`config.mk`:
```
export PLATFORM = sky130hd
export DESIGN_NAME = amt_timer
export DESIGN_NICKNAME = d
export VERILOG_FILES = /design/src/hw/amt_pkg.sv /design/src/hw/amt_timer.sv
export VERILOG_INCLUDE_DIRS = /design/src /design/src/hw
export SDC_FILE = /design/constraint.sdc
export NUM_CORES = 1
export LEC_CHECK = 0
export ABC_CLOCK_PERIOD_IN_PS = 5700
export BUFFER_PORTS_ARGS = -buffer_cell sky130_fd_sc_hd__buf_2
export CORE_ASPECT_RATIO = 1.25
export CORE_UTILIZATION = 30
export DETAILED_ROUTE_END_ITERATION = 6
export PLACE_DENSITY = 0.47
export SLEW_MARGIN = 20
export SYNTH_ARGS = -nofsm -noshare
export SYNTH_HDL_FRONTEND = slang
export SYNTH_SLANG_ARGS = --single-unit
```
`constraint.sdc`:
```
create_clock -name ref_clk -period 5.7 [get_ports ref_clk]
set_clock_uncertainty 0.15 [all_clocks]
set_input_delay 0.855 -clock ref_clk [delete_from_list [all_inputs] [get_ports ref_clk]]
set_output_delay 0.855 -clock ref_clk [all_outputs]
set_load 0.02 [all_outputs]
```
`src/hw/amt_params.svh`:
```
// amt_params.svh: constants of the announcement modulator timer.
// assumes a 50 MHz ref_clk and a mains-derived line-cycle input.
`ifndef AMT_PARAMS_SVH
`define AMT_PARAMS_SVH

`define AMT_REF_HZ        50000000
`define AMT_LINE_HZ       60
`define AMT_ON_SHORT_S    30
`define AMT_ON_LONG_S     60
`define AMT_INT_SHORT_MIN 60
`define AMT_INT_LONG_MIN  120
`define AMT_RELAY_S       1
`define AMT_TONE_MS       500
`define AMT_ON_W          12
`define AMT_INT_W         19
`define AMT_RELAY_W       7
`define AMT_TONE_W        25

`endif

```
`src/hw/amt_pkg.sv`:
```
// amt_pkg: state types of the announcement modulator timer.
// assumes amt_params.svh is on the include path.
`include "amt_params.svh"

package amt_pkg;

    typedef enum logic {
        AMT_OFF,
        AMT_ON
    } amt_state_t;

    typedef struct packed {
        amt_state_t               st;
        logic                     trig_d;
        logic                     cancel_d;
        logic                     line_d;
        logic                     tone_done;
        logic [`AMT_ON_W-1:0]     on_cnt;
        logic [`AMT_INT_W-1:0]    int_cnt;
        logic [`AMT_RELAY_W-1:0]  relay_cnt;
        logic [`AMT_TONE_W-1:0]   tone_cnt;
        logic                     mod_on;
        logic                     relay_close;
    } amt_reg_t;

endpackage : amt_pkg

```
`src/hw/amt_timer.sv`:
```
// amt_timer: on/off sequencer of the local announcement modulator.
// assumes all inputs are synchronous to ref_clk; terminals active low.
`timescale 1ns/1ns
`include "amt_params.svh"

module amt_timer #(
    parameter int ON_SHORT_CYC  = `AMT_ON_SHORT_S * `AMT_LINE_HZ,
    parameter int ON_LONG_CYC   = `AMT_ON_LONG_S * `AMT_LINE_HZ,
    parameter int INT_SHORT_CYC = `AMT_INT_SHORT_MIN * 60 * `AMT_LINE_HZ,
    parameter int INT_LONG_CYC  = `AMT_INT_LONG_MIN * 60 * `AMT_LINE_HZ,
    parameter int RELAY_CYC     = `AMT_RELAY_S * `AMT_LINE_HZ,
    parameter int TONE_CYC      = (`AMT_REF_HZ / 1000) * `AMT_TONE_MS
) (
    // clock and reset
    input  wire logic ref_clk,
    input  wire logic rst,
    // mains line-cycle square wave
    input  wire logic line_cycle_in,
    // rear terminal contacts, grounded when active
    input  wire logic manual_trigger_input_n,
    input  wire logic manual_cancel_input_n,
    // tone decoder
    input  wire logic tone_detect,
    input  wire logic tone_enable_switch,
    input  wire logic tone_turns_off,
    // jumpers and cycle-time selector
    input  wire logic interval_jumper,
    input  wire logic relay_hold_jumper,
    input  wire logic on_time_60s_sel,
    // outputs
    output logic      modulator_on,
    output logic      relay_close
);
    import amt_pkg::*;

    amt_reg_t s_r;
    amt_reg_t s_nxt;

    logic                    line_tick;
    logic                    trig_fall;
    logic                    cancel_fall;
    logic                    tone_fire;
    logic                    tone_act;
    logic                    tone_deact;
    logic                    int_fire;
    logic                    on_expire;
    logic                    activate;
    logic                    deactivate;
    logic [`AMT_ON_W-1:0]    on_lim;
    logic [`AMT_INT_W-1:0]   int_lim;

    // timing steps on mains cycles, so accuracy tracks the utility
    assign line_tick = line_cycle_in & ~s_r.line_d;

    // edges only: a held contact acts once and no more
    assign trig_fall   = s_r.trig_d & ~manual_trigger_input_n;
    assign cancel_fall = s_r.cancel_d & ~manual_cancel_input_n;

    // longer on-time doubles the interval
    assign on_lim  = on_time_60s_sel ? `AMT_ON_W'(ON_LONG_CYC)
                                     : `AMT_ON_W'(ON_SHORT_CYC);
    assign int_lim = on_time_60s_sel ? `AMT_INT_W'(INT_LONG_CYC)
                                     : `AMT_INT_W'(INT_SHORT_CYC);

    // tone acts once per burst, after it has stood long enough
    assign tone_fire = tone_enable_switch & tone_detect & ~s_r.tone_done
                     & (s_r.tone_cnt == `AMT_TONE_W'(TONE_CYC - 1));
    // one function per setting, selected by a single strap
    assign tone_act   = tone_fire & ~tone_turns_off;
    assign tone_deact = tone_fire & tone_turns_off;

    assign int_fire  = interval_jumper & line_tick
                     & (s_r.int_cnt == int_lim - `AMT_INT_W'(1));
    assign on_expire = line_tick
                     & (s_r.on_cnt == on_lim - `AMT_ON_W'(1));

    // trigger stays live whether or not the interval runs
    assign activate   = (s_r.st == AMT_OFF)
                      & (trig_fall | int_fire | tone_act);
    // cancel, tone or timeout, whichever comes first
    assign deactivate = (s_r.st == AMT_ON)
                      & (cancel_fall | tone_deact | on_expire);

    always_comb begin
        s_nxt           = s_r;
        s_nxt.trig_d    = manual_trigger_input_n;
        s_nxt.cancel_d  = manual_cancel_input_n;
        s_nxt.line_d    = line_cycle_in;

        // tone qualifier runs on ref_clk for a finer half second
        if (!tone_detect || !tone_enable_switch) begin
            s_nxt.tone_cnt  = '0;
            s_nxt.tone_done = 1'b0;
        end else if (tone_fire) begin
            s_nxt.tone_done = 1'b1;
        end else if (!s_r.tone_done) begin
            s_nxt.tone_cnt = s_r.tone_cnt + `AMT_TONE_W'(1);
        end

        case (s_r.st)
            AMT_OFF: begin
                // interval only counts while the modulator rests
                if (!interval_jumper) begin
                    s_nxt.int_cnt = '0;
                end else if (line_tick) begin
                    s_nxt.int_cnt = s_r.int_cnt + `AMT_INT_W'(1);
                end
                if (activate) begin
                    s_nxt.st        = AMT_ON;
                    s_nxt.on_cnt    = '0;
                    s_nxt.relay_cnt = '0;
                    s_nxt.int_cnt   = '0;
                end
            end
            AMT_ON: begin
                if (line_tick) begin
                    s_nxt.on_cnt = s_r.on_cnt + `AMT_ON_W'(1);
                    if (s_r.relay_cnt != `AMT_RELAY_W'(RELAY_CYC)) begin
                        s_nxt.relay_cnt = s_r.relay_cnt + `AMT_RELAY_W'(1);
                    end
                end
                if (deactivate) begin
                    s_nxt.st      = AMT_OFF;
                    s_nxt.on_cnt  = '0;
                    s_nxt.int_cnt = '0;
                end
            end
            default: begin
                s_nxt.st = AMT_OFF;
            end
        endcase

        s_nxt.mod_on = (s_nxt.st == AMT_ON);
        // pulse about one second, or hold for the whole on-time
        s_nxt.relay_close = s_nxt.mod_on
            & (relay_hold_jumper
               | (s_nxt.relay_cnt != `AMT_RELAY_W'(RELAY_CYC)));
    end

    always_ff @(posedge ref_clk) begin
        if (rst) begin
            s_r          <= '0;
            s_r.st       <= AMT_OFF;
            // contacts assumed open, so a ground held through reset counts as an edge at release
            s_r.trig_d   <= 1'b1;
            s_r.cancel_d <= 1'b1;
        end else begin
            s_r <= s_nxt;
        end
    end

    assign modulator_on = s_r.mod_on;
    assign relay_close  = s_r.relay_close;

    AST_TRIG_ON: assert property (@(posedge ref_clk) disable iff (rst)
        !s_r.mod_on && trig_fall |=> s_r.mod_on)
        else $error("trigger edge did not switch modulator on");

    AST_ON_BOUND: assert property (@(posedge ref_clk) disable iff (rst)
        s_r.mod_on |-> s_r.on_cnt < on_lim)
        else $error("on-time counter passed its limit");

    AST_TIMEOUT: assert property (@(posedge ref_clk) disable iff (rst)
        s_r.mod_on && line_tick && s_r.on_cnt == on_lim - `AMT_ON_W'(1)
        |=> !s_r.mod_on)
        else $error("modulator outlived its on-time");

    AST_CANCEL: assert property (@(posedge ref_clk) disable iff (rst)
        s_r.mod_on && cancel_fall |=> !s_r.mod_on ##1 !s_r.relay_close)
        else $error("cancel did not switch modulator off");

    AST_INT_RESTART: assert property (@(posedge ref_clk) disable iff (rst)
        $fell(s_r.mod_on) |-> s_r.int_cnt == '0)
        else $error("interval not restarted at deactivation");

    AST_MANUAL_RESTART: assert property (@(posedge ref_clk)
        disable iff (rst)
        !s_r.mod_on && trig_fall |=> s_r.int_cnt == '0)
        else $error("manual activation kept interval count");

    AST_NO_AUTO: assert property (@(posedge ref_clk) disable iff (rst)
        !s_r.mod_on && !interval_jumper && !trig_fall && !tone_act
        |=> !s_r.mod_on)
        else $error("activation without a cause");

    AST_TONE_GATE: assert property (@(posedge ref_clk) disable iff (rst)
        !s_r.mod_on && !tone_enable_switch && !trig_fall && !int_fire
        |=> !s_r.mod_on)
        else $error("tone acted with tone switch off");

    AST_TONE_QUAL: assert property (@(posedge ref_clk) disable iff (rst)
        tone_fire |-> $past(tone_detect) && $past(tone_enable_switch))
        else $error("tone acted without sustained detection");

    AST_TONE_OFF: assert property (@(posedge ref_clk) disable iff (rst)
        s_r.mod_on && tone_deact |=> !s_r.mod_on)
        else $error("qualified tone did not switch modulator off");

    AST_RELAY_PULSE: assert property (@(posedge ref_clk) disable iff (rst)
        $rose(s_r.mod_on) |-> s_r.relay_close)
        else $error("relay did not close on activation");

    AST_RELAY_HOLD: assert property (@(posedge ref_clk) disable iff (rst)
        relay_hold_jumper && $past(relay_hold_jumper) && s_r.mod_on
        |-> s_r.relay_close)
        else $error("relay opened while held and modulator on");

    AST_RELAY_OFF: assert property (@(posedge ref_clk) disable iff (rst)
        !s_r.mod_on |-> !s_r.relay_close)
        else $error("relay closed with modulator off");

    AST_RESET: assert property (@(posedge ref_clk)
        $past(rst) |-> !s_r.mod_on && !s_r.relay_close
                       && s_r.int_cnt == '0)
        else $error("state not cleared by reset");

endmodule : amt_timer

```
==> results of run 1 <==
[state kept, by name, indices dropped and copies added (netlist names)]
register      count
s_r              67
modulator_on      1
relay_close       1
[power by group]
group / switching (mW) / total (mW) / internal, mW
combinational: 0.0475 / 0.0689 / 0.0214
sequential: 0.00839 / 0.497 / 0.489
clock: 0.205 / 0.611 / 0.405
total: 0.261 / 1.18 / 0.916
[cell usage after synthesis, drive strengths merged, types with 7 or more instances]
master,n
dfxtp,69
nand2,44
nor2,39
a21oi,29
nand3,29
nand4,23
clkbuf,21
inv,21
a31oi,17
nor3,16
o21ai,15
xnor2,15
nor4,12
o31ai,10
or4,10
mux2i,9
and3,8
xor2,8
nor2b,7
[metal layers]
layer | part of all wire | vias up | track usage
li1 | - | 1741 | -
met1 | 0.46 | 1644 | 0.183
met2 | 0.49 | 34 | 0.255
met3 | 0.030 | 10 | 0.0344
met4 | 0.017 | 0 | 0.0689
met5 | 0 | - | 0
[cell families after synthesis]
group,synth area share
adder cells (fa/ha/maj),0.0165
flip-flops,0.363
buffers and inverters,0.0520
multiplexers,0.0237
XOR/XNOR,0.0530
AO/OA/AOI/OAI,0.160
AND/OR/NAND/NOR,0.332
[per-stage QoR]
step / instance area [um2] / hold slack, ps
after global routing: 4330 / 355
after global placement: 3990 / 327
after CTS: 4320 / 342
after detailed placement: 3990 / 336
final: 4330 / 339
after floorplan: 3800 / 310
[final cells by class]
type                       count  area [um2]  area share
inverter                      21        78.8      0.0182
multi-input combinational    356        2250       0.519
sequential                    69        1380       0.319
clock inverter                 4        70.1      0.0162
timing repair buffer          16        90.1      0.0208
clock buffer                  12         256      0.0592
tap                          164         205      0.0474
[worst register-to-register path, stage by stage (launching register included)]
cell and delay (ps):
dfxtp_1 360, ha_1 300, nor4b_2 290, nand4_1 230
nor3_2 470, nor4_4 160, buf_4 230, or4_1 500
a21oi_1 150
[worst max-delay path by stage]
stage                              startpoint              endpoint  slack, ps  depth (start not counted)
after floorplan               on_time_60s_sel  s_r[58]$_SDFFE_PP0P_       2990                          8
after global placement                    rst  s_r[24]$_SDFFE_PP0P_       2250                          5
after detailed placement                  rst  s_r[24]$_SDFFE_PP0P_       2210                          5
after CTS                                 rst  s_r[24]$_SDFFE_PP0P_       2550                          5
after global routing      s_r[2]$_SDFFE_PP0P_  s_r[57]$_SDFFE_PP0P_       2520                          8
final                           line_cycle_in  s_r[56]$_SDFFE_PP0P_       2730                          9
==> flow_summary.toml, run 1 <==
[placement]
dpl.cell_count = 626
pre_cts_slack_ps = 2210
port_buffers = 12
gp_congestion = 0.767
hpwl_um = 6320

[critical_path]
critical_path_required_ps = 5810
slowest_stage = "or4_1"
reg2reg_from = "s_r[2]$_SDFFE_PP0P_"
endpoint_kind = "flip-flop"
worstPathCellList = "buf_2, nor2b_2, buf_4, nand4_1, a2111oi_4, nor4_4, buf_4, or4_1, a21oi_1"
worstSetupPathType = "input pin to flip-flop"
start_kind = "input pin"
cpMostUsedCell = "buf_4"
path_max_fanout = 29
critPathTopFamily = "simple AND/OR/NAND/NOR gates"
max_stage_delay_ps = 500
r2r_slack_ps = 2780
timing.rr.end = "s_r[56]$_SDFFE_PP0P_"
crit_arrival_ps = 3080
reg2reg_depth = 8
cp_num_buf_inv = 3

[final_layout]
final_cells = 642
fin_nets = 489
finish.utilization = 0.353
mostFrequentLayoutCells = "dfxtp_1, nand2_1, nor2_1, a21oi_1, nand3_1"
syn_to_final_growth_pct = 13.9
drive_above_1_share = 0.103
diodes = 0
final_common_cell = "dfxtp_1"
fill_cells = 1324

[clocking]
clockBufferDepth = 2
htree_levels = 3
postCtsSetupRepairBufs = 0
insertion_delay_ps = 330
path_clk_slew_ps = 60
postCtsResizedCells = 0
cts_root_buf = "clkbuf_16"
hold_buffers = 0
cts_sinks = 69
numCtsBuffers = 9
cts_tree = "done"

[sta]
finalSetupTns_ps = 0
fin_crit_ps = 2970
maxSlewHeadroom = 0.330
fmax_ghz = 0.337
setup_viol = 0
min_period_over_period = 0.521
fin_ws_ps = 2730
hold_viol = 0
rsz0062_at_grt = "no"
maxSlewViolCount = 0
worstMarginPinSlew_ps = 1000

[logic_synthesis]
postSynthAreaPerCell_um2 = 8.06
synth_area_mm2 = 0.00380
ys_warn_count = 0
synthArstFlopShare = 0
synth_enable_flop_cells = 0
netlist_top_cells_area = "dfxtp_1, nand2_1, nor2_1, a21oi_1, nand4_1"
synth_cells = 472
ys_seq_area_frac = 0.363
ys_types = 53
netlist.area_leader.share = 0.363
synth_seq_cells = 69
syn_nets = 488
ys.flop_type = "dfxtp_1"
synth_largest_area_cell = "dfxtp_1"

[pwr]
total_power_mw = 1.18
ir_worst_vdd_v = 0.000134
leakage_nw = 1.33
powerDensity_mw_per_mm2 = 272

[route]
drt_iter0_markers = 155
drt-wirelength-per-cell_um = 14.4
ant_nets = 0
wl_um = 9240
drc = 0
via_per_inst = 5.34
dr.pass1.iters = 4
num_vias = 3429

[floorplanning]
coreArea_mm2 = 0.0123
die_w_um = 103
initial_core_util = 0.310
die_y_um = 128
ios = 13
die_area_mm2 = 0.0131
rows = 45

[grt]
antenna_found_initial = 0
grt_util_all_layers = 0.152
grt_pass1_wl_um = 15700
grt_pass1_vias = 3346
grt.overflow.total = 0
grt_max_degree = 31

[run_status]
status = "finished clean"

[hold_path]
hold_path_class = "flip-flop to flip-flop"
hold_depth = 1
worstHoldStart = "s_r[39]$_SDFFE_PP0P_"
whs_endpoint = "s_r[39]$_SDFFE_PP0P_"

[run]
maxCapViolCount = 0
Note: power is estimated with default switching activity, not from simulation.
==> run 2: changes to the inputs <==
ABC_AREA = 1   (was unset)
ABC_CLOCK_PERIOD_IN_PS = 2700   (was 5700)
PLACE_DENSITY = 0.49   (was 0.47)
clock period = 2.7 ns   (was 5.7 ns; I/O delays follow)
==> flow_summary.toml, run 2 <==
[sta]
fin_ws_ps = 265
hold_viol = 0
finalSetupTns_ps = 0
fin_crit_ps = 2430
min_period_over_period = 0.902
worstMarginPinSlew_ps = 651
maxSlewViolCount = 0
fmax_ghz = 0.411
maxSlewHeadroom = 0.565
rsz0062_at_grt = "no"
setup_viol = 0

[logic_synthesis]
synth_enable_flop_cells = 0
synth_seq_cells = 69
postSynthAreaPerCell_um2 = 6.36
synthTopCellsByCount = "nand2_1, nor2_1, inv_1, dfxtp_1, nand3_1"
synthArstFlopShare = 0
ys.flop_type = "dfxtp_1"
synth_largest_area_cell = "dfxtp_1"
synth_cells = 680
syn_nets = 696
netlist.area_leader.share = 0.319
ys_warn_count = 0
ys_seq_area_frac = 0.319
ys_types = 38
netlist_top_cells_area = "dfxtp_1, nand2_1, nor2_1, nand3_1, inv_1"
synth_most_common_cell = "nand2_1"
synth_area_mm2 = 0.00433

[clocking]
path_clk_slew_ps = 60
postCtsSetupRepairBufs = 0
numCtsBuffers = 9
htree_levels = 3
cts_sinks = 69
hold_buffers = 0
clockBufferDepth = 2
cts_root_buf = "clkbuf_16"
cts_tree = "done"
postCtsResizedCells = 0
insertion_delay_ps = 340

[critical_path]
critical_path_required_ps = 2780
slowest_stage = "dfxtp_1"
start_kind = "flip-flop"
max_stage_delay_ps = 410
worstSetupPathType = "flip-flop to flip-flop"
path_max_fanout = 23
crit_arrival_ps = 2510
worstPathCellList = "ha_1, nand3_2, nor2_2, nand3_2, inv_2, nand2_2, nand4_4, nor2_8, nand2_4, nand2_4, o21ai_0, nor2_1"
endpoint_kind = "flip-flop"
cp_num_buf_inv = 1
critPathTopFamily = "simple AND/OR/NAND/NOR gates"

[floorplanning]
die_y_um = 136
die_area_mm2 = 0.0149
ios = 13
coreArea_mm2 = 0.0139
die_w_um = 109
initial_core_util = 0.311
rows = 48

[final_layout]
fin_area_mm2 = 0.00483
diodes = 0
drive_above_1_share = 0.0959
finish.utilization = 0.347
largest_register = "s_r"
final_common_cell = "nand2_1"
mostFrequentLayoutCells = "nand2_1, nor2_1, inv_1, dfxtp_1, nand3_1"
syn_to_final_growth_pct = 11.6
fin_nets = 710
fill_cells = 1532
largest_register_ff_count = 67

[route]
dr.pass1.iters = 4
drt_iter0_markers = 213
wl_um = 11600
num_vias = 4265
via_per_inst = 4.88
ant_nets = 0
drc = 0
drt-wirelength-per-cell_um = 13.3

[grt]
antenna_found_initial = 0
grt_pass1_vias = 4269
grt_util_all_layers = 0.174
grt_max_degree = 25
grt_pass1_wl_um = 20200
grt.overflow.total = 0

[placement]
dpl_cell_area_mm2 = 0.00457
gp_congestion = 0.864
pre_cts_slack_ps = 279
hpwl_um = 8550
port_buffers = 12

[pwr]
p_sw_frac = 0.259
p_seq_frac = 0.461
p_comb_frac = 0.083
p_int_mw = 1.72
clkPwrFrac = 0.456
leakage_nw = 1.81
switching_power_mw = 0.603
ir_worst_vdd_v = 0.000275
powerDensity_mw_per_mm2 = 481

[hold_path]
hold_path_class = "input pin to flip-flop"

[run]
maxCapViolCount = 0

[run_status]
status = "finished clean"
run 2: cell types whose count changed in the layout (fill, tap and decap cells not counted), sizes merged, moves of 8 or more:
cell / delta
nand2: +139
inv: +60
nor2: +58
nand3: +32
a21oi: +29
a31oi: -16
xor2: +12
xnor2: -10
mux2i: -9
o31ai: -9
or4: -9
and3: -8
nor3: +8
run 2: per-stage QoR:
step / hold slack (ps) / power [mW] / std cells
after floorplan: 294 / 1.23 / 680
after CTS: 89.0 / 2.36 / 874
after global routing: 114 / 2.44 / 874
after detailed placement: 316 / 1.29 / 858
final: 94.7 / 2.32 / 874
after global placement: 312 / 1.29 / 858
run 2: power groups by stage:
stage	logic, mW	registers [mW]	clock network, mW
global route	0.220	1.08	1.14
detailed placement	0.196	1.09	0
global placement	0.194	1.09	0
CTS	0.196	1.07	1.09
floorplan	0.143	1.09	0
finish	0.193	1.07	1.06
run 2: final timing paths:
kind | slack [ps] | from | end | cells after the start
worst max-delay path | 270 | s_r[34]$_SDFFE_PP0P_ | s_r[34]$_SDFFE_PP0P_ | 12
worst min-delay path | 90 | manual_cancel_input_n | s_r[67]$_SDFF_PP1_ | 3
worst max register to register | 270 | s_r[34]$_SDFFE_PP0P_ | s_r[34]$_SDFFE_PP0P_ | 12
worst min register to register | 340 | s_r[59]$_SDFFE_PP0P_ | s_r[59]$_SDFFE_PP0P_ | 1
run 2: cell type report:
class | count | area, um2 | share of cell area
tap | 175 | 219 | 0.0453
clock buffer | 14 | 244 | 0.0505
clock inverter | 2 | 10.0 | 0.00207
inverter | 82 | 309 | 0.0640
timing repair buffer | 19 | 113 | 0.0233
multi-input combinational | 513 | 2550 | 0.529
sequential | 69 | 1380 | 0.286
run 2: kinds of logic (layout without fill, tap and decap cells):
family | Yosys count | after routing | share of synthesized area
AND/OR/NAND/NOR | 395 | 395 | 0.414
buffers and inverters | 98 | 117 | 0.0911
AO/OA/AOI/OAI | 88 | 88 | 0.110
flip-flops | 69 | 69 | 0.319
XOR/XNOR | 25 | 25 | 0.0506
adder cells (fa/ha/maj) | 5 | 5 | 0.0145
run 2: tightest hold or removal path: cells and delay by family:
kind | cells | cell delay [ps]
buf+inv | 2 | 110
simple gates | 1 | 40
run 2: per-layer routing:
layer | global-route usage | wire length, um | share of wire | vias up
met5 | 0 | 0 | 0 | -
met3 | 0.0264 | 304 | 0.026 | 17
li1 | - | - | - | 2227
met4 | 0.0800 | 270 | 0.023 | 0
met2 | 0.302 | 5670 | 0.49 | 60
met1 | 0.209 | 5360 | 0.46 | 1961
==> run 3: changes to the inputs <==
REMOVE_ABC_BUFFERS = 1   (was unset)
==> flow_summary.toml, run 3 (synthesis results as in run 2) <==
[sta]
maxSlewHeadroom = 0.571
worstMarginPinSlew_ps = 643
finalSetupTns_ps = 0
fin_crit_ps = 2430
rsz0062_at_grt = "no"
min_period_over_period = 0.901
hold_viol = 0
maxSlewViolCount = 0
fmax_ghz = 0.411
setup_viol = 0

[pwr]
p_int_mw = 1.84
total_power_mw = 2.46
p_sw_frac = 0.252
clkPwrFrac = 0.486
p_comb_frac = 0.080
ir_worst_vdd_v = 0.000246
powerDensity_mw_per_mm2 = 504
p_seq_frac = 0.434
leakage_nw = 1.84
switching_power_mw = 0.621

[final_layout]
finish.utilization = 0.351
drive_above_1_share = 0.103
largest_register_ff_count = 67
final_common_cell = "nand2_1"
syn_to_final_growth_pct = 12.9
fill_cells = 1509
largest_register = "s_r"
mostFrequentLayoutCells = "nand2_1, nor2_1, inv_1, dfxtp_1, nand3_1"
fin_area_mm2 = 0.00489
fin_nets = 712

[clocking]
postCtsSetupRepairBufs = 0
postCtsResizedCells = 0
numCtsBuffers = 9
cts_root_buf = "clkbuf_16"
insertion_delay_ps = 340
hold_buffers = 0
cts_tree = "done"
cts_sinks = 69
htree_levels = 3
clockBufferDepth = 2
path_clk_slew_ps = 60

[run_status]
status = "finished clean"

[route]
drt_iter0_markers = 192
dr_wl_met3_um = 334
maxUsedRoutingLayer = "met4"
drc = 0
wl_met1_um = 5110
via_per_inst = 4.91
num_vias = 4304
wl_um = 11400
met2WireLength_um = 5670
dr.pass1.iters = 5
drt-wirelength-per-cell_um = 13.0
ant_nets = 0

[critical_path]
worstPathCellList = "ha_1, nand3_1, nor2_4, nand3_4, nand4_4, nor2_8, nand2_4, nand2_4, o21ai_0, nor2_1"
endpoint_kind = "flip-flop"
cpMostUsedCell = "nand2_4"
worstSetupPathType = "flip-flop to flip-flop"
path_max_fanout = 23
start_kind = "flip-flop"
max_stage_delay_ps = 390
slowest_stage = "dfxtp_1"
crit_arrival_ps = 2520
critical_path_required_ps = 2790

[grt]
grt_pass1_wl_um = 19200
grt_pass1_vias = 4125
grt_util_all_layers = 0.167
grt.overflow.total = 0
antenna_found_initial = 1
grt_max_degree = 24

[floorplanning]
ios = 13
coreArea_mm2 = 0.0139
die_area_mm2 = 0.0149
initial_core_util = 0.311
die_y_um = 136
die_w_um = 109
rows = 48

[placement]
port_buffers = 12
dpl_cell_area_mm2 = 0.00459
hpwl_um = 8590
gp_congestion = 0.837

[run]
maxCapViolCount = 0

[hold_path]
hold_path_class = "input pin to flip-flop"
-- run 3: power by group through the flow --
stage / Sequential [mW] / Combinational [mW] / Clock (mW)
6_report: 1.07 / 0.197 / 1.20
5_1_grt: 1.07 / 0.223 / 1.27
2_1_floorplan: 1.09 / 0.127 / 0
4_1_cts: 1.07 / 0.199 / 1.23
3_5_place_dp: 1.09 / 0.198 / 0
3_3_place_gp: 1.09 / 0.196 / 0
-- run 3: worst paths after layout --
| check | slack, ps | end | cells past startpoint | startpoint |
|---|---|---|---|---|
| setup / recovery | 270 | s_r[34]$_SDFFE_PP0P_ | 10 | s_r[2]$_SDFFE_PP0P_ |
| hold / removal | 100 | s_r[68]$_SDFF_PP1_ | 3 | manual_trigger_input_n |
| setup reg to reg | 270 | s_r[34]$_SDFFE_PP0P_ | 10 | s_r[2]$_SDFFE_PP0P_ |
| hold reg to reg | 330 | s_r[59]$_SDFFE_PP0P_ | 1 | s_r[59]$_SDFFE_PP0P_ |
-- run 3: critical path: cells and delay by family, from the launching register on --
| family | cells | cell delay [ps] |
|---|---|---|
| AO/OA/AOI/OAI | 1 | 200 |
| adder cells (fa/ha/maj) | 1 | 260 |
| flip-flops | 1 | 390 |
| AND/OR/NAND/NOR | 8 | 1320 |
-- run 3: layout make-up --
class | count | area [um2] | area share
Timing Repair Buffer | 21 | 128 | 0.0261
Sequential cell | 69 | 1380 | 0.283
Clock buffer | 12 | 246 | 0.0504
Antenna cell | 1 | 2.50 | 0.000512
Tap cell | 175 | 219 | 0.0448
Inverter | 82 | 309 | 0.0633
Clock inverter | 4 | 47.5 | 0.00973
Multi-Input combinational cell | 513 | 2550 | 0.522
-- run 3: per-stage QoR --
step | instances | setup WS, ps | hold slack [ps]
after floorplan | 664 | 402 | 294
after global placement | 860 | 274 | 315
after detailed placement | 860 | 230 | 323
after CTS | 876 | 281 | 88.5
after global routing | 876 | 12.7 | 107
final | 877 | 266 | 101
-- run 3: layer usage --
| metal | GRT usage | vias to the layer above |
|---|---|---|
| met3 | 0.0292 | 16 |
| met1 | 0.192 | 1982 |
| met5 | 0 | - |
| met2 | 0.292 | 65 |
| met4 | 0.0874 | 0 |
| li1 | - | 2241 |
